**src/cise_pkg.sv**
```systemverilog
// Constants and types shared by the instruction-subset execution core.
// Assumes a single 10 MHz clock domain and no register bus.
package cise_pkg;

	// ----------------------------------------
	// Widths
	// ----------------------------------------
	localparam int ACC_W   = 8;
	localparam int PC_W    = 13;
	localparam int TGT_W   = 11;
	localparam int FADDR_W = 7;
	localparam int LATCH_W = 8;
	localparam int NIB_W   = 4;

	// ----------------------------------------
	// Field positions
	// ----------------------------------------
	localparam int LATCH_HI = 4;
	localparam int LATCH_LO = 3;

	// ----------------------------------------
	// Reset values and constants
	// ----------------------------------------
	localparam logic [ACC_W-1:0]   ACC_RST   = 8'h00;
	localparam logic [ACC_W-1:0]   ACC_ZERO  = 8'h00;
	localparam logic [PC_W-1:0]    PC_RST    = 13'h0000;
	localparam logic [PC_W-1:0]    PC_STEP   = 13'h0001;
	localparam logic [FADDR_W-1:0] FADDR_RST = 7'h00;
	localparam logic               FLAG_CLR  = 1'b0;
	localparam logic               TO_RST    = 1'b1;
	localparam logic               SLP_RST   = 1'b1;
	localparam logic               DEST_FILE = 1'b1;

	// ----------------------------------------
	// Types
	// ----------------------------------------
	typedef enum logic [3:0] {
		OP_NOP,
		OP_CLEAR_ACC,
		OP_CALL,
		OP_KICK_WDT,
		OP_LIT_MINUS,
		OP_LIT_XOR,
		OP_REG_MINUS,
		OP_REG_XOR,
		OP_NIBBLE_SWAP
	} cise_op_e;

	typedef enum logic {
		ST_EXEC,
		ST_CALL2
	} cise_state_e;

endpackage

```
**src/cise_alu.sv**
```systemverilog
// Combinational data path of the execution core: result and status flags.
// Assumes the caller registers everything it produces.
`timescale 1ns/10ps
`default_nettype none

module cise_alu
	import cise_pkg::*;
(
	input  wire cise_op_e         op,
	input  wire logic [ACC_W-1:0] acc,
	input  wire logic [ACC_W-1:0] lit,
	input  wire logic [ACC_W-1:0] fdata,
	output logic      [ACC_W-1:0] result,
	output logic                  zero,
	output logic                  no_borrow,
	output logic                  half_nb,
	output logic                  upd_z,
	output logic                  upd_c
);

	// Returns {no_borrow, difference} for a - b
	function automatic logic [ACC_W:0] sub_nb(input logic [ACC_W-1:0] a,
	                                          input logic [ACC_W-1:0] b);
		logic [ACC_W:0] d;
		d = {1'b0, a} - {1'b0, b};
		return {~d[ACC_W], d[ACC_W-1:0]};
	endfunction

	logic [ACC_W-1:0] opnd;
	logic [ACC_W:0]   sub_r;

	always_comb begin
		opnd      = (op == OP_LIT_MINUS || op == OP_LIT_XOR) ? lit : fdata;
		sub_r     = sub_nb(opnd, acc);
		result    = acc;
		no_borrow = FLAG_CLR;
		half_nb   = FLAG_CLR;
		upd_z     = 1'b0;
		upd_c     = 1'b0;
		case (op)
			OP_CLEAR_ACC: begin
				result = ACC_ZERO;
				upd_z  = 1'b1;
			end
			OP_LIT_MINUS, OP_REG_MINUS: begin
				result    = sub_r[ACC_W-1:0];
				no_borrow = sub_r[ACC_W];
				half_nb   = (opnd[NIB_W-1:0] >= acc[NIB_W-1:0]);
				upd_z     = 1'b1;
				upd_c     = 1'b1;
			end
			OP_LIT_XOR, OP_REG_XOR: begin
				result = acc ^ opnd;
				upd_z  = 1'b1;
			end
			OP_NIBBLE_SWAP: begin
				result = {fdata[NIB_W-1:0], fdata[ACC_W-1:NIB_W]};
			end
			default: begin
				result = acc;
			end
		endcase
		zero = (result == ACC_ZERO);
	end

endmodule

`default_nettype wire

```
**src/cise_core.sv**
```systemverilog
// Execution core for a subset of an 8-bit controller's instructions.
// Assumes one instruction offered per cycle with its file operand already read.
// Function
// - Clear accumulator loads zero, sets zero flag
// - Call pushes next address onto stack top
// - Call target fills PC low, latch fills high
// - Call takes two cycles, flags unchanged
// - Watchdog kick clears counter and prescaler
// - Watchdog kick sets timeout and sleep flags
// - Literal minus accumulator into accumulator, all three flags
// - Literal xor accumulator, into accumulator, Z only
// - Register minus accumulator updates borrow, half borrow, zero
// - Register xor accumulator updates Z only
// - Destination bit picks accumulator or register
// - Nibble swap exchanges halves, no flags
`timescale 1ns/10ps
`default_nettype none

module cise_core
	import cise_pkg::*;
(
	input  wire logic                CORE_CLK,
	input  wire logic                RST_N,
	input  wire logic                INSTR_VALID,
	input  wire cise_op_e            INSTR_OP,
	input  wire logic [ACC_W-1:0]    INSTR_LIT,
	input  wire logic [TGT_W-1:0]    INSTR_TARGET,
	input  wire logic [FADDR_W-1:0]  INSTR_FADDR,
	input  wire logic                INSTR_DEST,
	input  wire logic [ACC_W-1:0]    FILE_RDATA,
	input  wire logic [LATCH_W-1:0]  PC_UPPER_LATCH,
	output logic      [ACC_W-1:0]    ACC,
	output logic      [PC_W-1:0]     PC,
	output logic      [PC_W-1:0]     STACK_TOP,
	output logic                     STACK_PUSH,
	output logic                     BUSY,
	output logic                     ZERO_FLAG,
	output logic                     BORROW_OUT_BIT,
	output logic                     HALF_BORROW_BIT,
	output logic                     TIMEOUT_FLAG,
	output logic                     SLEEP_FLAG,
	output logic                     WDT_CLEAR,
	output logic                     WDT_PRESCALER_CLEAR,
	output logic                     FILE_WE,
	output logic      [FADDR_W-1:0]  FILE_WADDR,
	output logic      [ACC_W-1:0]    FILE_WDATA
);

	// ----------------------------------------
	// State
	// ----------------------------------------
	cise_state_e        state_q, state_d;
	logic [ACC_W-1:0]   acc_q, acc_d;
	logic [PC_W-1:0]    pc_q, pc_d;
	logic [PC_W-1:0]    rtn_q, rtn_d;
	logic               push_q, push_d;
	logic               busy_q, busy_d;
	logic               z_q, z_d;
	logic               c_q, c_d;
	logic               hb_q, hb_d;
	logic               to_q, to_d;
	logic               slp_q, slp_d;
	logic               wdt_q, wdt_d;
	logic               fwe_q, fwe_d;
	logic [FADDR_W-1:0] fwa_q, fwa_d;
	logic [ACC_W-1:0]   fwd_q, fwd_d;

	logic               take;
	logic [ACC_W-1:0]   alu_res;
	logic               alu_z;
	logic               alu_nb;
	logic               alu_hnb;
	logic               alu_upd_z;
	logic               alu_upd_c;

	cise_alu i_cise_alu (
		.op        (INSTR_OP),
		.acc       (acc_q),
		.lit       (INSTR_LIT),
		.fdata     (FILE_RDATA),
		.result    (alu_res),
		.zero      (alu_z),
		.no_borrow (alu_nb),
		.half_nb   (alu_hnb),
		.upd_z     (alu_upd_z),
		.upd_c     (alu_upd_c)
	);

	// ----------------------------------------
	// Next state
	// ----------------------------------------
	// Instructions offered in the second call cycle are dropped, not queued
	assign take = INSTR_VALID && (state_q == ST_EXEC);

	always_comb begin
		state_d = state_q;
		acc_d   = acc_q;
		pc_d    = pc_q;
		rtn_d   = rtn_q;
		push_d  = 1'b0;
		z_d     = z_q;
		c_d     = c_q;
		hb_d    = hb_q;
		to_d    = to_q;
		slp_d   = slp_q;
		wdt_d   = 1'b0;
		fwe_d   = 1'b0;
		fwa_d   = fwa_q;
		fwd_d   = fwd_q;
		case (state_q)
			ST_EXEC: begin
				if (take) begin
					pc_d = pc_q + PC_STEP;
					if (alu_upd_z) begin
						z_d = alu_z;
					end
					if (alu_upd_c) begin
						c_d  = alu_nb;
						hb_d = alu_hnb;
					end
					case (INSTR_OP)
						OP_CLEAR_ACC, OP_LIT_MINUS, OP_LIT_XOR: begin
							acc_d = alu_res;
						end
						OP_REG_MINUS, OP_REG_XOR, OP_NIBBLE_SWAP: begin
							if (INSTR_DEST == DEST_FILE) begin
								fwe_d = 1'b1;
								fwa_d = INSTR_FADDR;
								fwd_d = alu_res;
							end else begin
								acc_d = alu_res;
							end
						end
						OP_CALL: begin
							rtn_d   = pc_q + PC_STEP;
							push_d  = 1'b1;
							pc_d    = {PC_UPPER_LATCH[LATCH_HI:LATCH_LO], INSTR_TARGET};
							state_d = ST_CALL2;
						end
						OP_KICK_WDT: begin
							wdt_d = 1'b1;
							to_d  = 1'b1;
							slp_d = 1'b1;
						end
						default: begin
							pc_d = pc_q + PC_STEP;
						end
					endcase
				end
			end
			ST_CALL2: begin
				state_d = ST_EXEC;
			end
			default: begin
				state_d = ST_EXEC;
			end
		endcase
		busy_d = (state_d == ST_CALL2);
	end

	// ----------------------------------------
	// Registers
	// ----------------------------------------
	always_ff @(posedge CORE_CLK or negedge RST_N) begin
		if (!RST_N) begin
			state_q <= ST_EXEC;
			acc_q   <= ACC_RST;
			pc_q    <= PC_RST;
			rtn_q   <= PC_RST;
			push_q  <= 1'b0;
			busy_q  <= 1'b0;
			z_q     <= FLAG_CLR;
			c_q     <= FLAG_CLR;
			hb_q    <= FLAG_CLR;
			to_q    <= TO_RST;
			slp_q   <= SLP_RST;
			wdt_q   <= 1'b0;
			fwe_q   <= 1'b0;
			fwa_q   <= FADDR_RST;
			fwd_q   <= ACC_RST;
		end else begin
			state_q <= state_d;
			acc_q   <= acc_d;
			pc_q    <= pc_d;
			rtn_q   <= rtn_d;
			push_q  <= push_d;
			busy_q  <= busy_d;
			z_q     <= z_d;
			c_q     <= c_d;
			hb_q    <= hb_d;
			to_q    <= to_d;
			slp_q   <= slp_d;
			wdt_q   <= wdt_d;
			fwe_q   <= fwe_d;
			fwa_q   <= fwa_d;
			fwd_q   <= fwd_d;
		end
	end

	// Counter and prescaler share one clear pulse; both live outside
	assign ACC                 = acc_q;
	assign PC                  = pc_q;
	assign STACK_TOP           = rtn_q;
	assign STACK_PUSH          = push_q;
	assign BUSY                = busy_q;
	assign ZERO_FLAG           = z_q;
	assign BORROW_OUT_BIT      = c_q;
	assign HALF_BORROW_BIT     = hb_q;
	assign TIMEOUT_FLAG        = to_q;
	assign SLEEP_FLAG          = slp_q;
	assign WDT_CLEAR           = wdt_q;
	assign WDT_PRESCALER_CLEAR = wdt_q;
	assign FILE_WE             = fwe_q;
	assign FILE_WADDR          = fwa_q;
	assign FILE_WDATA          = fwd_q;

	// ----------------------------------------
	// Checks
	// ----------------------------------------
	a_clear_acc_zero: assert property (
		@(posedge CORE_CLK) disable iff (!RST_N)
		take && INSTR_OP == OP_CLEAR_ACC |=> ACC == ACC_ZERO && ZERO_FLAG
			&& $stable(BORROW_OUT_BIT) && $stable(HALF_BORROW_BIT))
		else $error("clear accumulator result or flags wrong");

	a_call_push_next: assert property (
		@(posedge CORE_CLK) disable iff (!RST_N)
		take && INSTR_OP == OP_CALL |=> STACK_PUSH
			&& STACK_TOP == PC_W'($past(PC) + PC_STEP))
		else $error("call pushed wrong return address");

	a_call_pc_target: assert property (
		@(posedge CORE_CLK) disable iff (!RST_N)
		take && INSTR_OP == OP_CALL |=> PC == {$past(PC_UPPER_LATCH[LATCH_HI:LATCH_LO]),
			$past(INSTR_TARGET)})
		else $error("call target not loaded");

	a_call_two_cycles: assert property (
		@(posedge CORE_CLK) disable iff (!RST_N)
		take && INSTR_OP == OP_CALL |=> BUSY && $stable(ZERO_FLAG)
			&& $stable(BORROW_OUT_BIT) ##1 !BUSY && $stable(PC) && $stable(ZERO_FLAG))
		else $error("call did not take exactly two cycles");

	a_kick_clears_wdt: assert property (
		@(posedge CORE_CLK) disable iff (!RST_N)
		WDT_CLEAR |-> WDT_PRESCALER_CLEAR && $past(take && INSTR_OP == OP_KICK_WDT))
		else $error("watchdog clear without kick");

	a_kick_sets_flags: assert property (
		@(posedge CORE_CLK) disable iff (!RST_N)
		take && INSTR_OP == OP_KICK_WDT |=> WDT_CLEAR && TIMEOUT_FLAG && SLEEP_FLAG
			&& $stable(ZERO_FLAG) && $stable(BORROW_OUT_BIT))
		else $error("kick did not set timeout and sleep");

	a_lit_sub_value: assert property (
		@(posedge CORE_CLK) disable iff (!RST_N)
		take && INSTR_OP == OP_LIT_MINUS |=> ACC == ACC_W'($past(INSTR_LIT) - $past(ACC))
			&& ZERO_FLAG == (ACC == ACC_ZERO))
		else $error("literal subtract wrong");

	a_lit_xor_value: assert property (
		@(posedge CORE_CLK) disable iff (!RST_N)
		take && INSTR_OP == OP_LIT_XOR |=> ACC == ($past(INSTR_LIT) ^ $past(ACC))
			&& $stable(BORROW_OUT_BIT) && $stable(HALF_BORROW_BIT))
		else $error("literal xor wrong");

	a_reg_dest_file: assert property (
		@(posedge CORE_CLK) disable iff (!RST_N)
		take && INSTR_OP == OP_REG_XOR && INSTR_DEST == DEST_FILE |=> FILE_WE
			&& FILE_WADDR == $past(INSTR_FADDR) && $stable(ACC)
			&& FILE_WDATA == ($past(FILE_RDATA) ^ $past(ACC)))
		else $error("file destination not honoured");

	a_swap_no_flags: assert property (
		@(posedge CORE_CLK) disable iff (!RST_N)
		take && INSTR_OP == OP_NIBBLE_SWAP && INSTR_DEST != DEST_FILE |=>
			ACC == {$past(FILE_RDATA[NIB_W-1:0]), $past(FILE_RDATA[ACC_W-1:NIB_W])}
			&& $stable(ZERO_FLAG) && $stable(BORROW_OUT_BIT))
		else $error("nibble swap wrong");

	a_borrow_sense: assert property (
		@(posedge CORE_CLK) disable iff (!RST_N)
		take && INSTR_OP == OP_REG_MINUS |=>
			BORROW_OUT_BIT == ($past(FILE_RDATA) >= $past(ACC)))
		else $error("borrow sense wrong");

endmodule

`default_nettype wire

```
**config.mk**
```make
export PLATFORM = sky130hd
export DESIGN_NAME = cise_core
export DESIGN_NICKNAME = d
export VERILOG_FILES = /design/src/cise_pkg.sv /design/src/cise_alu.sv /design/src/cise_core.sv
export SDC_FILE = /design/constraint.sdc
export NUM_CORES = 1
export LEC_CHECK = 0
export ABC_AREA = 0
export BUFFER_PORTS_ARGS = -buffer_cell sky130_fd_sc_hd__buf_2
export CORE_MARGIN = 8
export CORE_UTILIZATION = 46
export DETAILED_ROUTE_END_ITERATION = 16
export PLACE_DENSITY = 0.76
export SYNTH_ARGS = -nofsm -noshare
export SYNTH_HDL_FRONTEND = slang
export SYNTH_SLANG_ARGS = --single-unit
```
**constraint.sdc**
```tcl
create_clock -name CORE_CLK -period 2.2 [get_ports CORE_CLK]
set_clock_uncertainty 0.05 [all_clocks]
set_input_delay 0.44 -clock CORE_CLK [delete_from_list [all_inputs] [get_ports CORE_CLK]]
set_output_delay 0.44 -clock CORE_CLK [all_outputs]
set_load 0.02 [all_outputs]
```
==> results.tsv, run 1 <==
metric	value	unit
Seq pwr share	34.4	%
critical-path cell list	buf_6, nand2b_4, nor2_4, buf_12, mux2_4, ha_4, nand3b_1, buf_4, nand4_1, o211ai_1, o21ai_1, nand4_1, o41ai_2	
TritonCTS clock tree	yes	
failing checks	negative setup slack	
DIE WIDTH	101.3	µm
Data arrival, critical path	2.79	ns
Num CTS Buffers	5	
Die Y	101.3	µm
met3 WL	719	µm
CP delay by family, top	compound AO/OA/AOI/OAI gates	
gpl congestion	0.9088	
Highest Signal Layer	met4	
number of nets in the layout	605	
type of origin of the critical path	primary input	
synth-to-layout area growth	45.72	%
async set-or-reset flop fraction in the synthesized netlist	100.0	%
maximum root-to-sink buffer count	2	
grt total ovfl	0	
Worst EP required	2.37	ns
most used cell, CP	nand4_1	
area of the multi-input gates	2083	µm²
DR vias/cell	5.473	
critical path class	primary input to flip-flop	
top_reg_cell synth	dfrtp_1	
Clock Latency Late Sink	0.31	ns
Filler cells	616	
Tot GR Track Use	20.31	%
# IOs	109	
FF/Latch Area	1376	µm²
global-route wire length before repair	16.62	mm
Clock Root Buffer	clkbuf_8	
CP Capture Type	flip-flop	
Final Hold Viols	0	
largest fanout on the critical path	8	
Syn. warnings	0	
RSZ-0062 raised after global routing	yes	
initial antenna violation count	0	
setup_tns	-3.373	ns
die area	10270	µm²
final worst path period share	119.3	%
post-DR wirelength/cell	17.07	µm
Peak VDD IR	0.3228	mV
Post-synth EDFFs	0	
fin area	4881	µm²
largest net degree at the start of global routing	36	
Buf/Inv on CP	3	
fmax	0.3809	GHz
total number of vias	3519	
P_int	2749	µW
drt first pass iters	5	
Slew Viols, Final	0	
Worst-path clk slew	0.10	ns
Hold WC Path Type	primary input to async pin	
WHS	0.05091	ns
routed length on met1	4.587	mm
PnR worst setup slack	-0.4252	ns
Placed Area	4394	µm²
most frequent cells in the layout	buf_2 (98), buf_4 (62), dfrtp_1 (55), nand2_1 (55), nor2_1 (34)	
Clock power frac	14.7	%
Detail Route Antenna Nets	0	
Synth Instances	387	
Seq/Total Area, Yosys	41.09	%
met2 routed WL	5.436	mm
Mapped Area	3349	µm²
fraction of layout cells with a size suffix above 1	43.38	%
post-DP HPWL	7.880	mm
DRC viols	0	
minimum period implied by the final worst setup slack	2.625	ns
static leakage	0.002361	µW
slowest stage delay, CP	0.33	ns
library cells used by synthesis	56	
core area	7137	µm²
power density over the cells	964.2	nW/µm²
Sw Ratio	41.59	%
Final Util	68.39	%
Worst Tran Pin Value	1.142	ns
PortBufs	100	
Cell Rows	31	
# Max-Cap Violations	0	
H-tree depth	2	
vias in the first global route	3369	
CP max stage cell	mux2_4	
P_sw	1957	µW
Comb power frac	50.9	%
overall routed net length	10.98	mm
status	finished, violations left	
Sink Count	55	
most common cell after layout, fill and taps aside	buf_2	
Final setup viols	16	
ant diodes	0	
slew margin rel.	23.35	%
Initial Util	46.93	%
Iteration-0 DRC Markers	214	
flops & latches, synth	55	
post-synthesis area per instance	8.655	µm²
power groups by stage:
stage                     registers, µW  clock network [µW]  logic (µW)
final                              1620                 692        2400
after global placement             1610                   0        2050
after global routing               1670                 746        2590
after detailed placement           1630                   0        2090
after floorplan                    1990                   0         881
after CTS                          1610                 717        2250
through the flow:
| step | cells | setup slack (ns) | power, µW |
|---|---|---|---|
| after floorplan | 388 | -0.7036 | 2868 |
| after global placement | 622 | -0.7673 | 3660 |
| after detailed placement | 622 | -0.8466 | 3721 |
| after CTS | 638 | -0.3699 | 4577 |
| after global routing | 643 | -0.4505 | 5001 |
| final | 643 | -0.4252 | 4706 |
cell usage after synthesis (3+ instances only):
library cell | instances | area, µm²
dfrtp_1 | 55 | 1376
nand2_1 | 55 | 206.5
nor2_1 | 38 | 142.6
a21oi_1 | 37 | 185.2
o21ai_0 | 24 | 120.1
clkbuf_1 | 14 | 52.55
inv_1 | 12 | 45.04
nand3_1 | 12 | 60.06
ha_1 | 11 | 137.6
mux2_2 | 10 | 112.6
nand2b_1 | 6 | 37.54
nand4_1 | 6 | 37.54
nor2b_1 | 6 | 37.54
nor3_1 | 6 | 30.03
o22ai_1 | 6 | 37.54
xnor2_1 | 6 | 52.55
xor2_1 | 6 | 52.55
buf_2 | 5 | 25.02
a211o_1 | 4 | 35.03
a21o_1 | 4 | 30.03
a22oi_1 | 4 | 30.03
buf_4 | 4 | 30.03
o21a_1 | 4 | 30.03
o31ai_1 | 4 | 30.03
and3_1 | 3 | 18.77
mux2i_1 | 3 | 30.03
nor3b_1 | 3 | 22.52
o211ai_1 | 3 | 22.52
or3_1 | 3 | 18.77
cell families after synthesis:
family          share of synthesized area (%)
other cells                            0.1120
flops                                   41.09
xor+xnor                                3.138
compound gates                          19.76
buf+inv                                 5.491
fa+ha+maj                               4.707
simple gates                            21.03
mux                                     4.669
per-layer routing:
metal,up-vias,track usage (%)
li1,1669,-
met1,1678,25.58
met2,149,34.16
met3,23,3.436
met4,0,7.216
met5,-,0
sequential cells by signal, indices dropped and copies added (netlist names):
| name | count |
|---|---|
| PC | 13 |
| BORROW_OUT_BIT | 1 |
| BUSY | 1 |
| FILE_WDATA | 8 |
| FILE_WADDR | 7 |
| FILE_WE | 1 |
| WDT_CLEAR | 1 |
| STACK_TOP | 13 |
| ZERO_FLAG | 1 |
| HALF_BORROW_BIT | 1 |
| ACC | 8 |
repair_timing:
action,4_1_cts,5_1_grt
setup buffers,8,6
setup endpoints to repair,18,19
hold buffers,0,0
gates resized for setup,31,32
pin swaps,19,22
layout make-up:
cell class	instances	share of cell area [%]
well taps	99	2.538
clock inverters	2	0.7178
flip-flops and latches	55	28.20
multi-input cells	294	42.68
repair buffers	174	23.17
clock buffers	6	1.692
inverters	13	0.9997
final timing paths:
path	startpoint	end	slack, ns	cells after the start
min in group CORE_CLK	INSTR_FADDR[3]	FILE_WADDR[3]	0.27	3
worst max-delay path	INSTR_OP[3]	ZERO_FLAG	-0.43	13
max in group asynchronous	RST_N	STACK_TOP[8]	1.47	2
worst min register to register	FILE_WADDR[3]	FILE_WADDR[3]	0.43	2
worst max register to register	ACC[0]	ZERO_FLAG	-0.07	7
worst min-delay path	RST_N	ACC[0]	0.05	1
Note: power is estimated with default switching activity, not from simulation.
==> run 2: changes to the inputs <==
--- a/config.mk
+++ b/config.mk
@@ -8,9 +8,10 @@
 export ABC_AREA = 0
 export BUFFER_PORTS_ARGS = -buffer_cell sky130_fd_sc_hd__buf_2
 export CORE_MARGIN = 8
-export CORE_UTILIZATION = 46
+export CORE_UTILIZATION = 48
+export CTS_BUF_LIST = sky130_fd_sc_hd__clkbuf_4
 export DETAILED_ROUTE_END_ITERATION = 16
-export PLACE_DENSITY = 0.76
+export PLACE_DENSITY = 0.79
 export SYNTH_ARGS = -nofsm -noshare
 export SYNTH_HDL_FRONTEND = slang
 export SYNTH_SLANG_ARGS = --single-unit
==> run 2 against run 1 <==
  * The flow still finishes with violations (negative setup slack)
  * Worst hold slack better by 0.048 ns
  * Combinational power down 7%
  * Routed wire length down 9.0%
  * Sequential share of layout area up 1.4 points
  * Largest power group unchanged
  * Sequential cell count unchanged
  * Critical path depth down 1
  * Global-route usage down 0.73 points
  * Count of clock-buffer cells in the layout down 1
  * Clock power down 32%
  * Core utilization up 0.37 points
  * Worst setup slack better by 0.10 ns
==> results.tsv, run 2 (synthesis results as in run 1) <==
metric	value	unit
largest fanout on the critical path	8	
maximum root-to-sink buffer count	2	
most common cell after layout, fill and taps aside	buf_2	
failing checks	negative setup slack	
CP Capture Type	flip-flop	
DR vias/cell	5.448	
gpl congestion	0.9065	
Buf/Inv on CP	2	
# IOs	109	
drt first pass iters	5	
PnR worst setup slack	-0.3204	ns
core area	6756	µm²
CP max stage cell	fa_2	
Worst EP required	2.46	ns
Cell Rows	30	
critical-path cell list	buf_6, nand2b_4, nor2_4, buf_12, mux2i_2, ha_2, fa_2, nor2b_4, a211oi_2, o41ai_2, nand4_1, o41ai_2	
slew margin rel.	53.90	%
Final Util	68.76	%
largest net degree at the start of global routing	56	
CP delay by family, top	compound AO/OA/AOI/OAI gates	
static leakage	0.002282	µW
post-DR wirelength/cell	16.12	µm
Hold WC Path Type	primary input to async pin	
Clock Latency Late Sink	0.40	ns
initial antenna violation count	0	
slowest stage delay, CP	0.52	ns
setup_tns	-1.300	ns
vias in the first global route	3251	
type of origin of the critical path	primary input	
ant diodes	0	
Placed Area	4398	µm²
Num CTS Buffers	5	
Clock Root Buffer	clkbuf_4	
Critical Path Source	INSTR_OP[3]	
Tot GR Track Use	19.57	%
fmax	0.3968	GHz
DRC viols	0	
H-tree depth	2	
DIE WIDTH	99.54	µm
number of nets in the layout	601	
PortBufs	100	
final worst path period share	114.6	%
instance count on the critical path	12	
fin area	4646	µm²
Die Y	99.54	µm
worst r2r src	ACC[0]	
Detail Route Antenna Nets	0	
die area	9907	µm²
total number of vias	3378	
RSZ-0062 raised after global routing	yes	
status	finished, violations left	
Final Hold Viols	0	
Worst Tran Pin Value	0.6915	ns
# placed instances	605	
most frequent cells in the layout	buf_2 (99), buf_4 (66), dfrtp_1 (55)	
# Max-Cap Violations	0	
post-DP HPWL	7.679	mm
overall routed net length	9.992	mm
Slew Viols, Final	0	
Initial Util	49.57	%
Worst-path clk slew	0.18	ns
fraction of layout cells with a size suffix above 1	40.93	%
Sink Count	55	
Final setup viols	11	
Finished Layout Cells	620	
r2r worst-path depth	7	
grt total ovfl	0	
Peak VDD IR	0.3758	mV
power density over the cells	927.3	nW/µm²
Iteration-0 DRC Markers	205	
synth-to-layout area growth	38.70	%
pre-CTS setup slack	-0.8705	ns
most used cell, CP	o41ai_2	
hold buffer count at cts	0	
critical path class	primary input to flip-flop	
TritonCTS clock tree	yes	
Data arrival, critical path	2.78	ns
minimum period implied by the final worst setup slack	2.520	ns
global-route wire length before repair	15.93	mm
-- run 2: changes by cell type in the layout (fill, tap and decap cells not counted), sizes merged --
cell and delta:
bufinv -1, clkinv +1, buf -4, clkbuf -1, inv +1
-- run 2: area by class of cell --
type | count | area, µm²
timing repair buffer | 170 | 1065
clock buffer | 5 | 37.54
clock inverter | 3 | 22.52
inverter | 13 | 48.80
fill | 540 | 2111
multi-input combinational | 294 | 1996
tap | 80 | 100.1
sequential | 55 | 1376
-- run 2: metal layers --
| metal | up-vias | track usage [%] | part of all wire [%] |
|---|---|---|---|
| li1 | 1656 | - | - |
| met1 | 1595 | 26.31 | 45 |
| met2 | 113 | 31.30 | 48 |
| met3 | 14 | 3.352 | 5.9 |
| met4 | 0 | 5.821 | 1.5 |
| met5 | - | 0 | 0 |
-- run 2: worst paths after layout --
check	end	slack, ns
min	ZERO_FLAG	0.1
max reg2reg	ZERO_FLAG	-0.15
min reg2reg	FILE_WADDR[1]	0.44
max	ZERO_FLAG	-0.32
min in group CORE_CLK	FILE_WADDR[1]	0.18
max in group asynchronous	PC[3]	1.52
-- run 2: where the power goes --
group          internal, µW  leakage, µW  switching [µW]
clock network           130    0.0000356             340
logic                   974      0.00158            1270
registers              1320     0.000662             280
-- run 2: metrics by stage --
step / hold WS [ns] / total power, µW
2_1_floorplan: 0.09441 / 2868
3_3_place_gp: 0.4015 / 3661
6_report: 0.09909 / 4308
3_5_place_dp: 0.4079 / 3719
4_1_cts: 0.1269 / 4230
5_1_grt: 0.1697 / 4591
-- run 2: what timing repair did --
action	CTS	global route
gates resized for setup	11	25
setup endpoints to repair	16	17
pin swaps	9	17
endpoints found under the hold margin	0	0
setup buffers	2	5
